===== src/hw/rci_params.svh =====
// Constants of the remote command interpreter: offsets, codes, resets, timing
`ifndef RCI_PARAMS_SVH
`define RCI_PARAMS_SVH
`define RCI_OFF_CMD 8'h00
`define RCI_OFF_ARGA 8'h04
`define RCI_OFF_ARGB 8'h08
`define RCI_OFF_SEP 8'h0c
`define RCI_OFF_STAT 8'h10
`define RCI_OFF_SETS 8'h14
`define RCI_OFF_BURST 8'h18
`define RCI_OFF_TIME 8'h1c
`define RCI_OFF_DATE 8'h20
`define RCI_OFF_CABLE 8'h24
`define RCI_CMD_SET_BIT 8
`define RCI_BURST_MIN 16'd25
`define RCI_BURST_MAX 16'd5000
`define RCI_RST_BURST 16'd0
`define RCI_VEL_DEFAULT 7'd66
`define RCI_CLS_COUNT 6'd30
`define RCI_CHR_CR 8'h0d
`define RCI_CHR_BEL 8'h07
`define RCI_CLK_NS 4
`define RCI_SEC_NS 1000000000
`define RCI_TICK_CYC (`RCI_SEC_NS / `RCI_CLK_NS)
`endif


===== src/hw/rci_pkg.sv =====
// Types shared by the remote command interpreter
package rci_pkg;
  typedef enum logic [4:0] {
    OP_NOP = 5'h00, OP_ALARM = 5'h01, OP_BAUD = 5'h02, OP_BEEP = 5'h03,
    OP_BURST = 5'h04, OP_CABLE = 5'h05, OP_CLRFIFO = 5'h06, OP_CLOCK = 5'h07,
    OP_CLS = 5'h08, OP_CODE = 5'h09, OP_RESUME = 5'h0a, OP_CONTROLS = 5'h0b,
    OP_DBITS = 5'h0c, OP_DATE = 5'h0d, OP_DISHOLD = 5'h0e, OP_ERRINS = 5'h0f,
    OP_VEL = 5'h10
  } rci_op_e;
  typedef enum logic [2:0] {
    ERR_NONE = 3'h0, ERR_UNKNOWN = 3'h1, ERR_PARAM = 3'h2, ERR_RANGE = 3'h3,
    ERR_NOEXEC = 3'h4, ERR_RESUME = 3'h5, ERR_BUSY = 3'h6
  } rci_err_e;
  typedef enum logic [1:0] {TX_IDLE = 2'b01, TX_SEND = 2'b10} rci_tx_e;
  typedef enum logic [1:0] {INS_OFF = 2'h0, INS_RATE = 2'h1, INS_BURST = 2'h2,
    INS_SINGLE = 2'h3} rci_ins_e;
  typedef struct packed {
    logic [7:0] addr;
    logic [31:0] wdata;
    logic wr;
    logic rd;
  } rci_bus_s;
  typedef struct packed {
    logic alarm_print;
    logic fifo_clear;
    logic resume;
    logic controls_print;
    logic err;
  } rci_ctl_s;
endpackage : rci_pkg


===== src/hw/rci_interp.sv =====
// Remote command interpreter: register port, command execution, terminal output
`timescale 1ns/1ns
`default_nettype none
`include "rci_params.svh"
module rci_interp #(
  parameter int TICK_CYC = `RCI_TICK_CYC
) (
  input wire logic ref_clk, // 250 MHz
  input wire logic sys_rst, // Synchronous, active high
  input wire rci_pkg::rci_bus_s bus, // Register port request
  output var logic [31:0] rd_data, // Read data, cycle after rd
  input wire logic [3:0] baud_code_pin, // Front-panel baud selection
  input wire logic [3:0] data_bits_pin, // Front-panel data-bit setting
  input wire logic print_event_pin, // Print event selected
  input wire logic alarm_msg_req, // Alarm/status/note message pending
  input wire logic prog_suspended, // Program stopped by a stop
  input wire logic prog_modified, // A line changed since the stop
  input wire logic prog_finished, // Program reached its end
  output var logic [7:0] tx_char, // Character to the terminal
  output logic tx_valid, // Character offered
  input wire logic tx_ready, // Serial side takes it
  output var rci_pkg::rci_ctl_s ctl, // One-cycle action pulses
  output var logic [2:0] err_code, // Code of last error
  output var logic tx_b8zs, // Transmit line code B8ZS
  output logic rx_b8zs, // Receive decoder mode
  output var logic display_freeze, // Result display held
  output var rci_pkg::rci_ins_e logic_ins, // Logic error insert mode
  output var rci_pkg::rci_ins_e viol_ins, // Violation insert mode
  output var logic [15:0] burst_ms, // Burst duration, ms
  output var logic [6:0] propagation_velocity // Velocity, hundredths
);
  import rci_pkg::*;

  // ************************************************************
  // Input synchronisers
  // ************************************************************
  logic [8:0] pin_meta_ff;
  logic [8:0] pin_sync_ff;
  always_ff @(posedge ref_clk) begin
    if (sys_rst) begin
      pin_meta_ff <= 9'h000;
      pin_sync_ff <= 9'h000;
    end else begin
      pin_meta_ff <= {print_event_pin, data_bits_pin, baud_code_pin};
      pin_sync_ff <= pin_meta_ff;
    end
  end
  wire [3:0] baud_s = pin_sync_ff[3:0];
  wire [3:0] dbits_s = pin_sync_ff[7:4];
  wire print_event_s = pin_sync_ff[8];

  // ************************************************************
  // Register port decode
  // ************************************************************
  logic [15:0] arg_a_ff;
  logic [15:0] arg_b_ff;
  logic [7:0] sep_ff;
  wire wr_cmd = bus.wr && (bus.addr == `RCI_OFF_CMD);
  wire wr_arga = bus.wr && (bus.addr == `RCI_OFF_ARGA);
  wire wr_argb = bus.wr && (bus.addr == `RCI_OFF_ARGB);
  wire wr_sep = bus.wr && (bus.addr == `RCI_OFF_SEP);
  wire is_set = bus.wdata[`RCI_CMD_SET_BIT];
  rci_op_e op;
  assign op = rci_op_e'(bus.wdata[4:0]);
  always_ff @(posedge ref_clk) begin
    if (sys_rst) begin
      arg_a_ff <= 16'h0000;
      arg_b_ff <= 16'h0000;
      sep_ff <= 8'h00;
    end else begin
      if (wr_arga) arg_a_ff <= bus.wdata[15:0];
      if (wr_argb) arg_b_ff <= bus.wdata[15:0];
      if (wr_sep) sep_ff <= bus.wdata[7:0];
    end
  end

  // ************************************************************
  // Parameter checks
  // ************************************************************
  wire sep_ok = (sep_ff == 8'h3a) || (sep_ff == 8'h2c) || (sep_ff == 8'h2e) ||
    (sep_ff == 8'h3b) || (sep_ff == 8'h2f) || (sep_ff == 8'h2d);
  wire time_ok = sep_ok && (arg_a_ff < 16'h0018) && (arg_b_ff < 16'h003c);
  wire date_ok = sep_ok && (arg_a_ff >= 16'h0001) && (arg_a_ff <= 16'h001f) &&
    (arg_b_ff >= 16'h0001) && (arg_b_ff <= 16'h000c);
  // Fraction arrives as four decimal digits; the fourth is dropped
  wire [3:0] fd1 = arg_b_ff[15:12];
  wire [3:0] fd2 = arg_b_ff[11:8];
  wire [3:0] fd3 = arg_b_ff[7:4];
  wire bcd_ok = (fd1 < 4'ha) && (fd2 < 4'ha) && (fd3 < 4'ha);
  wire [15:0] raw_ms = 16'(arg_a_ff[3:0]) * 16'd1000 + 16'(fd1) * 16'd100 +
    16'(fd2) * 16'd10 + 16'(fd3);
  wire burst_rng = (arg_a_ff <= 16'h0005) && (raw_ms >= `RCI_BURST_MIN) &&
    (raw_ms <= `RCI_BURST_MAX);

  function automatic logic [15:0] rci_quant(input logic [15:0] v);
    logic [15:0] q;
    q = v;
    if (v <= 16'd200) begin
      q = v - v % 16'd25;
    end else if (v < 16'd250) begin
      q = 16'd200;
    end else if (v <= 16'd500) begin
      q = v - v % 16'd50;
    end else if (v < 16'd600) begin
      q = 16'd500;
    end else if (v <= 16'd1500) begin
      q = v - v % 16'd100;
    end else if (v < 16'd2000) begin
      q = 16'd1500;
    end else begin
      q = v - v % 16'd500;
    end
    return q;
  endfunction : rci_quant
  wire [15:0] quant_ms = rci_quant(raw_ms);

  wire [3:0] gauge = arg_b_ff[3:0];
  wire gauge_ok = (gauge == 4'h2) || (gauge == 4'h4) || (gauge == 4'h6);
  wire cab_user = arg_a_ff[2:0] == 3'h3;
  wire cab_dflt = arg_a_ff[2:0] == 3'h4;
  wire cable_ok = (arg_a_ff[15:3] == 13'h0000) &&
    ((arg_a_ff[2:0] <= 3'h3 && gauge_ok) || cab_dflt);
  wire resume_ok = prog_suspended && !prog_modified && !prog_finished;
  wire arg_bit_ok = arg_a_ff[15:1] == 15'h0000;
  wire ins_ok = arg_a_ff[15:2] == 14'h0000;

  // ************************************************************
  // Command verdict
  // ************************************************************
  rci_tx_e tx_st_ff;
  wire tx_busy = tx_st_ff == TX_SEND;
  rci_err_e verdict;
  always_comb begin
    verdict = ERR_NONE;
    case (op)
      OP_NOP, OP_CLRFIFO, OP_CONTROLS: verdict = ERR_NONE;
      OP_ALARM, OP_CODE, OP_DISHOLD: verdict = (is_set && !arg_bit_ok) ? ERR_PARAM : ERR_NONE;
      OP_BAUD, OP_DBITS: verdict = is_set ? ERR_NOEXEC : ERR_NONE;
      OP_BEEP, OP_CLS: verdict = tx_busy ? ERR_BUSY : ERR_NONE;
      OP_BURST: begin
        if (is_set && !bcd_ok) verdict = ERR_PARAM;
        else if (is_set && !burst_rng) verdict = ERR_RANGE;
      end
      OP_CABLE: verdict = (is_set && !cable_ok) ? ERR_PARAM : ERR_NONE;
      OP_CLOCK: verdict = (is_set && !time_ok) ? ERR_PARAM : ERR_NONE;
      OP_DATE: verdict = (is_set && !date_ok) ? ERR_PARAM : ERR_NONE;
      OP_RESUME: verdict = resume_ok ? ERR_NONE : ERR_RESUME;
      OP_ERRINS: verdict = (is_set && !ins_ok) ? ERR_PARAM : ERR_NONE;
      OP_VEL: verdict = (is_set && arg_a_ff > 16'd99) ? ERR_PARAM : ERR_NONE;
      default: verdict = ERR_UNKNOWN;
    endcase
  end
  // Only an accepted set form touches a setting
  wire exec_ok = wr_cmd && (verdict == ERR_NONE);
  wire do_set = exec_ok && is_set;
  wire set_ins = do_set && (op == OP_ERRINS);
  wire [1:0] ins_arg = arg_a_ff[1:0];

  // ************************************************************
  // Settings
  // ************************************************************
  logic alarm_en_ff;
  logic [2:0] cab_type_ff;
  logic [3:0] cab_gauge_ff;
  always_ff @(posedge ref_clk) begin
    if (sys_rst) begin
      alarm_en_ff <= 1'b0;
      tx_b8zs <= 1'b0;
      display_freeze <= 1'b0;
      burst_ms <= `RCI_RST_BURST;
      logic_ins <= INS_OFF;
      viol_ins <= INS_OFF;
      cab_type_ff <= 3'h4;
      cab_gauge_ff <= 4'h2;
      propagation_velocity <= `RCI_VEL_DEFAULT;
    end else if (do_set) begin
      case (op)
        OP_ALARM: alarm_en_ff <= arg_a_ff[0];
        OP_CODE: tx_b8zs <= arg_a_ff[0];
        OP_DISHOLD: display_freeze <= arg_a_ff[0];
        OP_BURST: burst_ms <= quant_ms;
        OP_CABLE: begin
          cab_type_ff <= arg_a_ff[2:0];
          cab_gauge_ff <= cab_dflt ? 4'h2 : gauge;
          if (cab_dflt) propagation_velocity <= `RCI_VEL_DEFAULT;
        end
        OP_VEL: propagation_velocity <= arg_a_ff[6:0];
        OP_ERRINS: begin
          if (arg_b_ff[0]) viol_ins <= rci_ins_e'(ins_arg);
          else logic_ins <= rci_ins_e'(ins_arg);
          if (ins_arg == INS_SINGLE) burst_ms <= 16'h0000;
        end
        default: ;
      endcase
    end
  end
  // The decoder handles both codes whatever the transmitter uses
  assign rx_b8zs = 1'b1;

  // ************************************************************
  // Time of day and date
  // ************************************************************
  logic [31:0] tick_cnt_ff;
  logic [5:0] sec_ff;
  logic [5:0] min_ff;
  logic [4:0] hr_ff;
  logic [4:0] day_ff;
  logic [3:0] mon_ff;
  wire set_clock = do_set && (op == OP_CLOCK);
  wire sec_tick = tick_cnt_ff == 32'(TICK_CYC - 1);
  wire min_wrap = sec_tick && (sec_ff == 6'd59);
  wire hr_wrap = min_wrap && (min_ff == 6'd59);
  always_ff @(posedge ref_clk) begin
    if (sys_rst) begin
      tick_cnt_ff <= 32'h0000_0000;
      sec_ff <= 6'h00;
      min_ff <= 6'h00;
      hr_ff <= 5'h00;
    end else if (set_clock) begin
      tick_cnt_ff <= 32'h0000_0000;
      sec_ff <= 6'h00;
      min_ff <= arg_b_ff[5:0];
      hr_ff <= arg_a_ff[4:0];
    end else begin
      tick_cnt_ff <= sec_tick ? 32'h0000_0000 : tick_cnt_ff + 32'h0000_0001;
      if (sec_tick) sec_ff <= min_wrap ? 6'h00 : sec_ff + 6'h01;
      if (min_wrap) min_ff <= hr_wrap ? 6'h00 : min_ff + 6'h01;
      if (hr_wrap) hr_ff <= (hr_ff == 5'd23) ? 5'h00 : hr_ff + 5'h01;
    end
  end
  // Date does not roll at midnight; software rewrites it
  always_ff @(posedge ref_clk) begin
    if (sys_rst) begin
      day_ff <= 5'h01;
      mon_ff <= 4'h1;
    end else if (do_set && (op == OP_DATE)) begin
      day_ff <= arg_a_ff[4:0];
      mon_ff <= arg_b_ff[3:0];
    end
  end

  // ************************************************************
  // Terminal output: beep and screen clear
  // ************************************************************
  logic [5:0] tx_cnt_ff;
  wire tx_take = tx_valid && tx_ready;
  assign tx_valid = tx_st_ff == TX_SEND;
  always_ff @(posedge ref_clk) begin
    if (sys_rst) begin
      tx_st_ff <= TX_IDLE;
      tx_cnt_ff <= 6'h00;
      tx_char <= 8'h00;
    end else begin
      case (tx_st_ff)
        TX_IDLE: begin
          if (exec_ok && (op == OP_BEEP)) begin
            tx_st_ff <= TX_SEND;
            tx_cnt_ff <= 6'h01;
            tx_char <= `RCI_CHR_BEL;
          end else if (exec_ok && (op == OP_CLS)) begin
            tx_st_ff <= TX_SEND;
            tx_cnt_ff <= `RCI_CLS_COUNT;
            tx_char <= `RCI_CHR_CR;
          end
        end
        TX_SEND: begin
          if (tx_take) begin
            tx_cnt_ff <= tx_cnt_ff - 6'h01;
            if (tx_cnt_ff == 6'h01) tx_st_ff <= TX_IDLE;
          end
        end
        default: tx_st_ff <= TX_IDLE;
      endcase
    end
  end

  // ************************************************************
  // Action pulses and error report
  // ************************************************************
  rci_ctl_s nxt_ctl;
  assign nxt_ctl.alarm_print = alarm_msg_req && alarm_en_ff && print_event_s;
  assign nxt_ctl.fifo_clear = exec_ok && (op == OP_CLRFIFO);
  assign nxt_ctl.resume = exec_ok && (op == OP_RESUME);
  assign nxt_ctl.controls_print = exec_ok && (op == OP_CONTROLS);
  assign nxt_ctl.err = wr_cmd && (verdict != ERR_NONE);
  always_ff @(posedge ref_clk) begin
    if (sys_rst) begin
      ctl <= '0;
      err_code <= 3'h0;
    end else begin
      ctl <= nxt_ctl;
      if (nxt_ctl.err) err_code <= verdict;
    end
  end

  // ************************************************************
  // Register read
  // ************************************************************
  wire [31:0] stat_w = {24'h0, tx_busy, 4'h0, err_code};
  wire [31:0] sets_w = {8'h0, dbits_s, baud_s, 4'h0, viol_ins, logic_ins,
    4'h0, print_event_s, display_freeze, tx_b8zs, alarm_en_ff};
  wire [31:0] time_w = {11'h0, hr_ff, 2'h0, min_ff, 2'h0, sec_ff};
  wire [31:0] date_w = {19'h0, day_ff, 4'h0, mon_ff};
  wire [31:0] cab_w = {9'h0, propagation_velocity, 4'h0, cab_gauge_ff, 5'h0, cab_type_ff};
  wire [31:0] rd_mux = (bus.addr == `RCI_OFF_ARGA) ? {16'h0, arg_a_ff} :
    (bus.addr == `RCI_OFF_ARGB) ? {16'h0, arg_b_ff} :
    (bus.addr == `RCI_OFF_SEP) ? {24'h0, sep_ff} :
    (bus.addr == `RCI_OFF_STAT) ? stat_w :
    (bus.addr == `RCI_OFF_SETS) ? sets_w :
    (bus.addr == `RCI_OFF_BURST) ? {16'h0, burst_ms} :
    (bus.addr == `RCI_OFF_TIME) ? time_w :
    (bus.addr == `RCI_OFF_DATE) ? date_w :
    (bus.addr == `RCI_OFF_CABLE) ? cab_w : 32'h0000_0000;
  always_ff @(posedge ref_clk) begin
    if (sys_rst) rd_data <= 32'h0000_0000;
    else rd_data <= bus.rd ? rd_mux : 32'h0000_0000;
  end
endmodule : rci_interp
`default_nettype wire


===== config.mk =====
export PLATFORM = sky130hd
export DESIGN_NAME = rci_interp
export DESIGN_NICKNAME = d
export VERILOG_FILES = /design/src/hw/rci_pkg.sv /design/src/hw/rci_interp.sv
export VERILOG_INCLUDE_DIRS = /design/src /design/src/hw
export SDC_FILE = /design/constraint.sdc
export NUM_CORES = 1
export LEC_CHECK = 0
export BUFFER_PORTS_ARGS = -buffer_cell sky130_fd_sc_hd__buf_4
export CORE_MARGIN = 4
export CORE_UTILIZATION = 30
export DETAILED_ROUTE_END_ITERATION = 8
export HOLD_SLACK_MARGIN = 0.08
export PLACE_DENSITY = 0.52
export SLEW_MARGIN = 20
export SYNTH_ARGS = -nofsm -noshare
export SYNTH_HDL_FRONTEND = slang
export SYNTH_SLANG_ARGS = --single-unit

===== constraint.sdc =====
create_clock -name ref_clk -period 16.2 [get_ports ref_clk]
set_input_delay 2.43 -clock ref_clk [delete_from_list [all_inputs] [get_ports ref_clk]]
set_output_delay 2.43 -clock ref_clk [all_outputs]
set_load 0.02 [all_outputs]

# Word-level counts from Yosys, hierarchy flattened
# Index checks and enable logic that the tools add are counted.
# classes
n_eq_ne	48
n_addsub	12
mux	50
n_lt_le_gt_ge	20
multipliers	3
div	4
reduce_logical	91
bitwise_logic	2
# op_table
op	n
$mux W16	11
$mux W23	4
$eq A8 B6 Y1 const B	8
$sub A16 B16 Y16	4
$mux W6	7
$logic_and A1 B1 Y1	41
$eq A5 B4 Y1 const B	8
$pmux W3 S11	1
$add A32 B1 Y32 const B	1
$eq A32 B28 Y1 const B	1
$eq A8 B5 Y1 const B	4
$ge A16 B1 Y1 const B	2
$pmux W16 S2	1
$mux W2	12
$mux W24	1
$eq A5 B3 Y1 const B	4
$reduce_and A3 Y1	6
$add A15 B8 Y16	1
$add A16 B4 Y16	1
$eq A8 B4 Y1 const B	2
$ge A16 B5 Y1 const B	1
$gt A16 B7 Y1 const B	1
$le A16 B11 Y1 const B	1
$le A16 B13 Y1 const B	1
61 further kinds	106
# word_totals
out_inout_bits	79
ff_bits	209
elab_cells	262
in_bits	58

# Depth between registers and ports, before layout
# logic_depth
word_depth	20
depth_mapped	70
mapped_depth_nobuf	64

# Least setup slack after synthesis
# OpenSTA, ideal clock, no wires.
# synth_path
path_kind	reg2reg
start	register arg_a_ff[1]
end	register burst_ms[15]
path_slack_ns	1.795
synth_period_minus_slack_ns	14.405
path_stages_with_launch	69
n_path_buf	4
required_ns	16.069
arrival_ns	14.274
setup_ns	0.131
path_cell_list	dfxtp_1 -> clkbuf_1 -> inv_1 -> ha_1 -> fa_1 -> inv_1 -> fa_1 -> inv_1 -> a21o_1 -> a21oi_1 -> xor2_1 -> ha_1 -> ha_1 -> ha_1 -> buf_2 -> a21oi_1 -> a21oi_1 -> a211oi_2 -> [... 33 more ...] -> ha_1 -> nor2b_1 -> o21ai_0 -> nand2b_1 -> a21o_1 -> a21o_1 -> a21o_1 -> a21o_1 -> a21o_1 -> a21o_1 -> a21o_1 -> a21o_1 -> a21o_1 -> a21o_1 -> a21o_1 -> a21oi_1 -> xor2_1 -> o41ai_2
# synth_via
elab_chain_cells	16
elab_cells_between_ends	71
classes_between	add/sub (7); mul (1); div (4); order compare (14); eq/ne (3); mux (15); reduce/logical (27)
# synth_rtl
element	line	text
start, declared	rci_interp.sv:55	logic [15:0] arg_a_ff;
start signal, assigned	rci_interp.sv:71	if (wr_arga) arg_a_ff <= bus.wdata[15:0];
branches (longest 16 deep; another with $add A15 B8 Y16)	n/a	
end signal, assigned	rci_interp.sv:170	burst_ms <= `RCI_RST_BURST;
end signal, assigned	rci_interp.sv:181	OP_BURST: burst_ms <= quant_ms;
end, declared	rci_interp.sv:29	output var logic [15:0] burst_ms,
# Parallel ways; which one is timed is not known.
# A chain may end at the register's enable or synchronous reset.

# Worst setup path after layout
# layout_path
start	register arg_a_ff[2]
end	register burst_ms[15]
# The elaborated chain is that of the path after synthesis.

==> flow_metrics.py <==
metrics = {
    "run_status": {
        "outcome": "complete, no violations",
    },
    "floorplan": {
        "core-area_sq_mm": 0.05660,
        "die_area_sq_mm": 0.06134,
        "start_util": 0.3044,
        "dieWidth_microns": 247.7,
        "row_count": 87,
        "pin_count": 137,
        "die_y_microns": 247.7,
    },
    "detailed_routing": {
        "vias": 17084,
        "drtAntennaViolNets": 0,
        "drtIter0Drc": 1321,
        "wire_per_inst_microns": 18.64,
        "drc": 0,
        "drt_wl_total_microns": 57260,
        "drtPass1Iterations": 6,
        "viasPerCell": 5.561,
    },
    "flow_run": {
        "cap_violations": 0,
    },
    "synth": {
        "syn-cell-area_sq_mm": 0.01723,
        "synth-seq-area-share": 0.2277,
        "ys_ff_latch": 196,
        "synth_top_area_frac": 0.2277,
        "synth_cell_types": 111,
        "avgSynthCellArea_sq_um": 7.738,
        "synthCells": 2227,
        "yosys-top-cells-area": "dfxtp_1 (23%), ha_1 (9.6%), a21oi_1 (5.2%), nand2_1 (5.1%), nor2_1 (4.8%)",
        "synth-edff-count": 0,
        "ys.flop_type": "dfxtp_1",
        "yosysWarnings": 0,
        "synth.largest_area_cell": "dfxtp_1",
        "synthArstFlopShare": 0,
    },
    "critical_path": {
        "endpoint": "burst_ms[15]$_SDFFE_PP0P_",
        "r2r_slack_ns": 0.97,
        "cpPeakStageDelay_ns": 0.56,
        "cp_common_cell": "a21o_1",
        "worstSetupPathDepth": 61,
        "crit_arrival_ns": 15.52,
        "worstSetupPathType": "reg -> reg",
        "worstSetupStartpoint": "arg_a_ff[2]$_SDFFE_PP0P_",
        "start_kind": "flop",
        "crit_family": "compound AO/OA/AOI/OAI gates",
        "crit_path_end_kind": "flop",
        "crit_slowest_cell": "fa_1",
        "r2r_end": "burst_ms[15]$_SDFFE_PP0P_",
        "required_ns": 16.50,
        "rr_worst_depth": 61,
        "path_max_fanout": 7,
        "r2r-start": "arg_a_ff[2]$_SDFFE_PP0P_",
        "cp_num_buf_inv": 6,
    },
    "clock_tree": {
        "cts-root-buf": "clkbuf_16",
        "clk_latency_ns": 0.46,
        "cts_htree_levels": 4,
        "clock_sinks": 196,
        "cts_inserted_buffers": 17,
        "cts-hold-fix-buffers": 0,
        "clkSlewWorstSetupHoldPaths_ns": 0.09,
        "cts_tree": "done",
        "clock_path_buffers": 2,
    },
    "global_route": {
        "grt_usage": 0.1795,
        "antenna_found_initial": 2,
        "grt_start_max_net_pins": 99,
        "grt_pass1_vias": 16005,
        "grt_overflow": 0,
        "grt_pass1_wl_microns": 89470,
    },
    "cells_and_area": {
        "drive_gt1_frac": 0.1274,
        "multi_input_area_sq_mm": 0.01271,
        "syn_to_final_growth_pct": 13.94,
        "n_fill_cell": 6032,
        "diodes": 0,
        "seq_area_sq_mm": 0.003924,
        "finish.utilization": 0.3469,
        "fin_nets": 2511,
    },
    "timing": {
        "finalCritPeriodShare": 0.9400,
        "relSlewSlack": 0.2666,
        "setup_viol": 0,
        "hold_violations": 0,
        "period_minus_slack_ns": 15.23,
        "report.final.slew_viol_count": 0,
        "fmax_ghz": 0.06567,
        "tightest_slew_ns": 1.095,
        "finClkSkew_ns": 0.02359,
    },
    "pwr": {
        "power_mw": 1.125,
        "ir_drop_uv": 54.77,
        "power_density_mw_per_mm2": 57.29,
        "leakagePower_nw": 7.650,
    },
    "place": {
        "portBuffers": 107,
        "place.gp.congestion": 0.8847,
        "dp_hpwl_microns": 44050,
    },
    "min_path": {
        "hold_path_class": "reg -> reg",
    },
}
stage by stage:
step	area [sq um]	std cells	hold slack [ns]	TNS, ns	setup slack [ns]
after floorplan	17330	2254	0.3952	0	1.795
after global placement	18850	3035	0.4126	0	0.7571
after detailed placement	18850	3035	0.4120	0	0.4924
after CTS	19470	3067	0.4137	0	0.4394
after global routing	19640	3072	0.4438	-0.03518	-0.03518
final	19640	3072	0.4167	0	0.9715
logic make-up (layout without fill, tap and decap cells):
logic type / after synthesis / count (layout) / share of synthesized area
AOI/OAI and AO/OA: 667 / 667 / 0.2748
xor gates and xnor gates: 131 / 131 / 0.06702
adders and majority gates: 152 / 152 / 0.1179
buffers and inverters: 200 / 262 / 0.04748
DFF: 196 / 196 / 0.2277
muxes: 50 / 50 / 0.03049
other: 2 / 29 / 0.0004358
and+or+nand+nor: 829 / 829 / 0.2342
timing repair:
item,4_1_cts,5_1_grt
setup buffers,0,5
resized for setup,0,26
endpoints found under the setup margin,0,6
layer usage:
metal,part of all wire,vias up,global-route usage,routed length [microns]
met2,0.46,509,0.3000,26490
li1,-,8288,-,-
met1,0.46,8186,0.2449,26110
met3,0.058,97,0.02452,3325
met4,0.023,4,0.04397,1304
met5,0.00040,-,0,23
layout make-up:
class | instances | area share
Clock buffer | 18 | 0.02237
Clock inverter | 14 | 0.009176
Inverter | 79 | 0.01548
Multi-Input combinational cell | 1858 | 0.6472
Sequential cell | 196 | 0.1998
Tap cell | 756 | 0.04817
Timing Repair Buffer | 151 | 0.05773
layout by cell type, fill, tap and decap left out, drive strengths merged, types with 29 or more instances in the layout:
cell / count
a21oi: 180
nand3: 77
ha: 132
a22oi: 38
xnor2: 84
nand2: 237
dfxtp: 196
conb: 29
nand2b: 35
xor2: 47
mux2i: 36
nor2: 222
a21o: 52
inv: 78
buf: 151
nor3: 54
o21ai: 108
nor2b: 48
state kept, by name (all words and copies together), names as in the netlist, 3 cells and up:
name	flops
tick_cnt_ff	32
rd_data	24
arg_a_ff	16
arg_b_ff	16
burst_ms	16
pin_meta_ff	9
pin_sync_ff	9
sep_ff	8
propagation_velocity	7
min_ff	6
sec_ff	6
tx_cnt_ff	6
ctl	5
day_ff	5
hr_ff	5
cab_gauge_ff	4
mon_ff	4
cab_type_ff	3
err_code	3
tx_char	3
synth_stat cells (all sizes together) (7+ instances only):
| master | instances |
|---|---|
| o31ai | 12 |
| o21a | 21 |
| nand2b | 35 |
| o211ai | 23 |
| o21ai | 108 |
| or2 | 16 |
| mux2i | 36 |
| a221oi | 9 |
| xnor2 | 84 |
| a31o | 8 |
| fa | 18 |
| o221ai | 12 |
| buf | 26 |
| o21bai | 8 |
| nor2 | 222 |
| a22oi | 38 |
| nor3 | 54 |
| a211oi | 23 |
| a222oi | 17 |
| xor2 | 47 |
| a21o | 52 |
| or4 | 10 |
| nor3b | 7 |
| nor4 | 17 |
| or3 | 18 |
| ha | 132 |
| and3 | 24 |
| nand3 | 77 |
| dfxtp | 196 |
| o22ai | 20 |
| o2111ai | 12 |
| and2 | 13 |
| a21oi | 180 |
| nand2 | 237 |
| and4 | 8 |
| inv | 74 |
| mux2 | 14 |
| nand3b | 7 |
| a211o | 16 |
| nor2b | 48 |
| clkbuf | 95 |
| a31oi | 26 |
| a311oi | 15 |
| nand4 | 23 |
worst min path at each step:
| stage | startpoint | to | slack, ns | cells after the start |
|---|---|---|---|---|
| floorplan | pin_sync_ff[7]$_SDFF_PP0_ | rd_data[23]$_SDFF_PP0_ | 0.40 | 2 |
| detailed placement | pin_sync_ff[7]$_SDFF_PP0_ | rd_data[23]$_SDFF_PP0_ | 0.41 | 2 |
| CTS | pin_sync_ff[7]$_SDFF_PP0_ | rd_data[23]$_SDFF_PP0_ | 0.41 | 2 |
| finish | pin_sync_ff[7]$_SDFF_PP0_ | rd_data[23]$_SDFF_PP0_ | 0.42 | 2 |
| global route | pin_sync_ff[7]$_SDFF_PP0_ | rd_data[23]$_SDFF_PP0_ | 0.44 | 2 |
| global placement | pin_sync_ff[7]$_SDFF_PP0_ | rd_data[23]$_SDFF_PP0_ | 0.41 | 2 |
worst reg2reg max path: cells and delay by family (launching register included):
kind,cells,cell delay (ns)
compound gates,31,6.86
fa+ha+maj,9,3.35
simple gates,9,1.93
mux,4,1.26
buf+inv,6,0.77
flops,1,0.53
xor+xnor,2,0.40
power by group:
group | total, mW | switching [mW] | internal, mW | leakage [nW]
Sequential | 0.486 | 0.00158 | 0.484 | 1.58
Clock | 0.442 | 0.227 | 0.215 | 0.299
Combinational | 0.197 | 0.111 | 0.0855 | 5.77
Power figures use the tool's default switching activity.
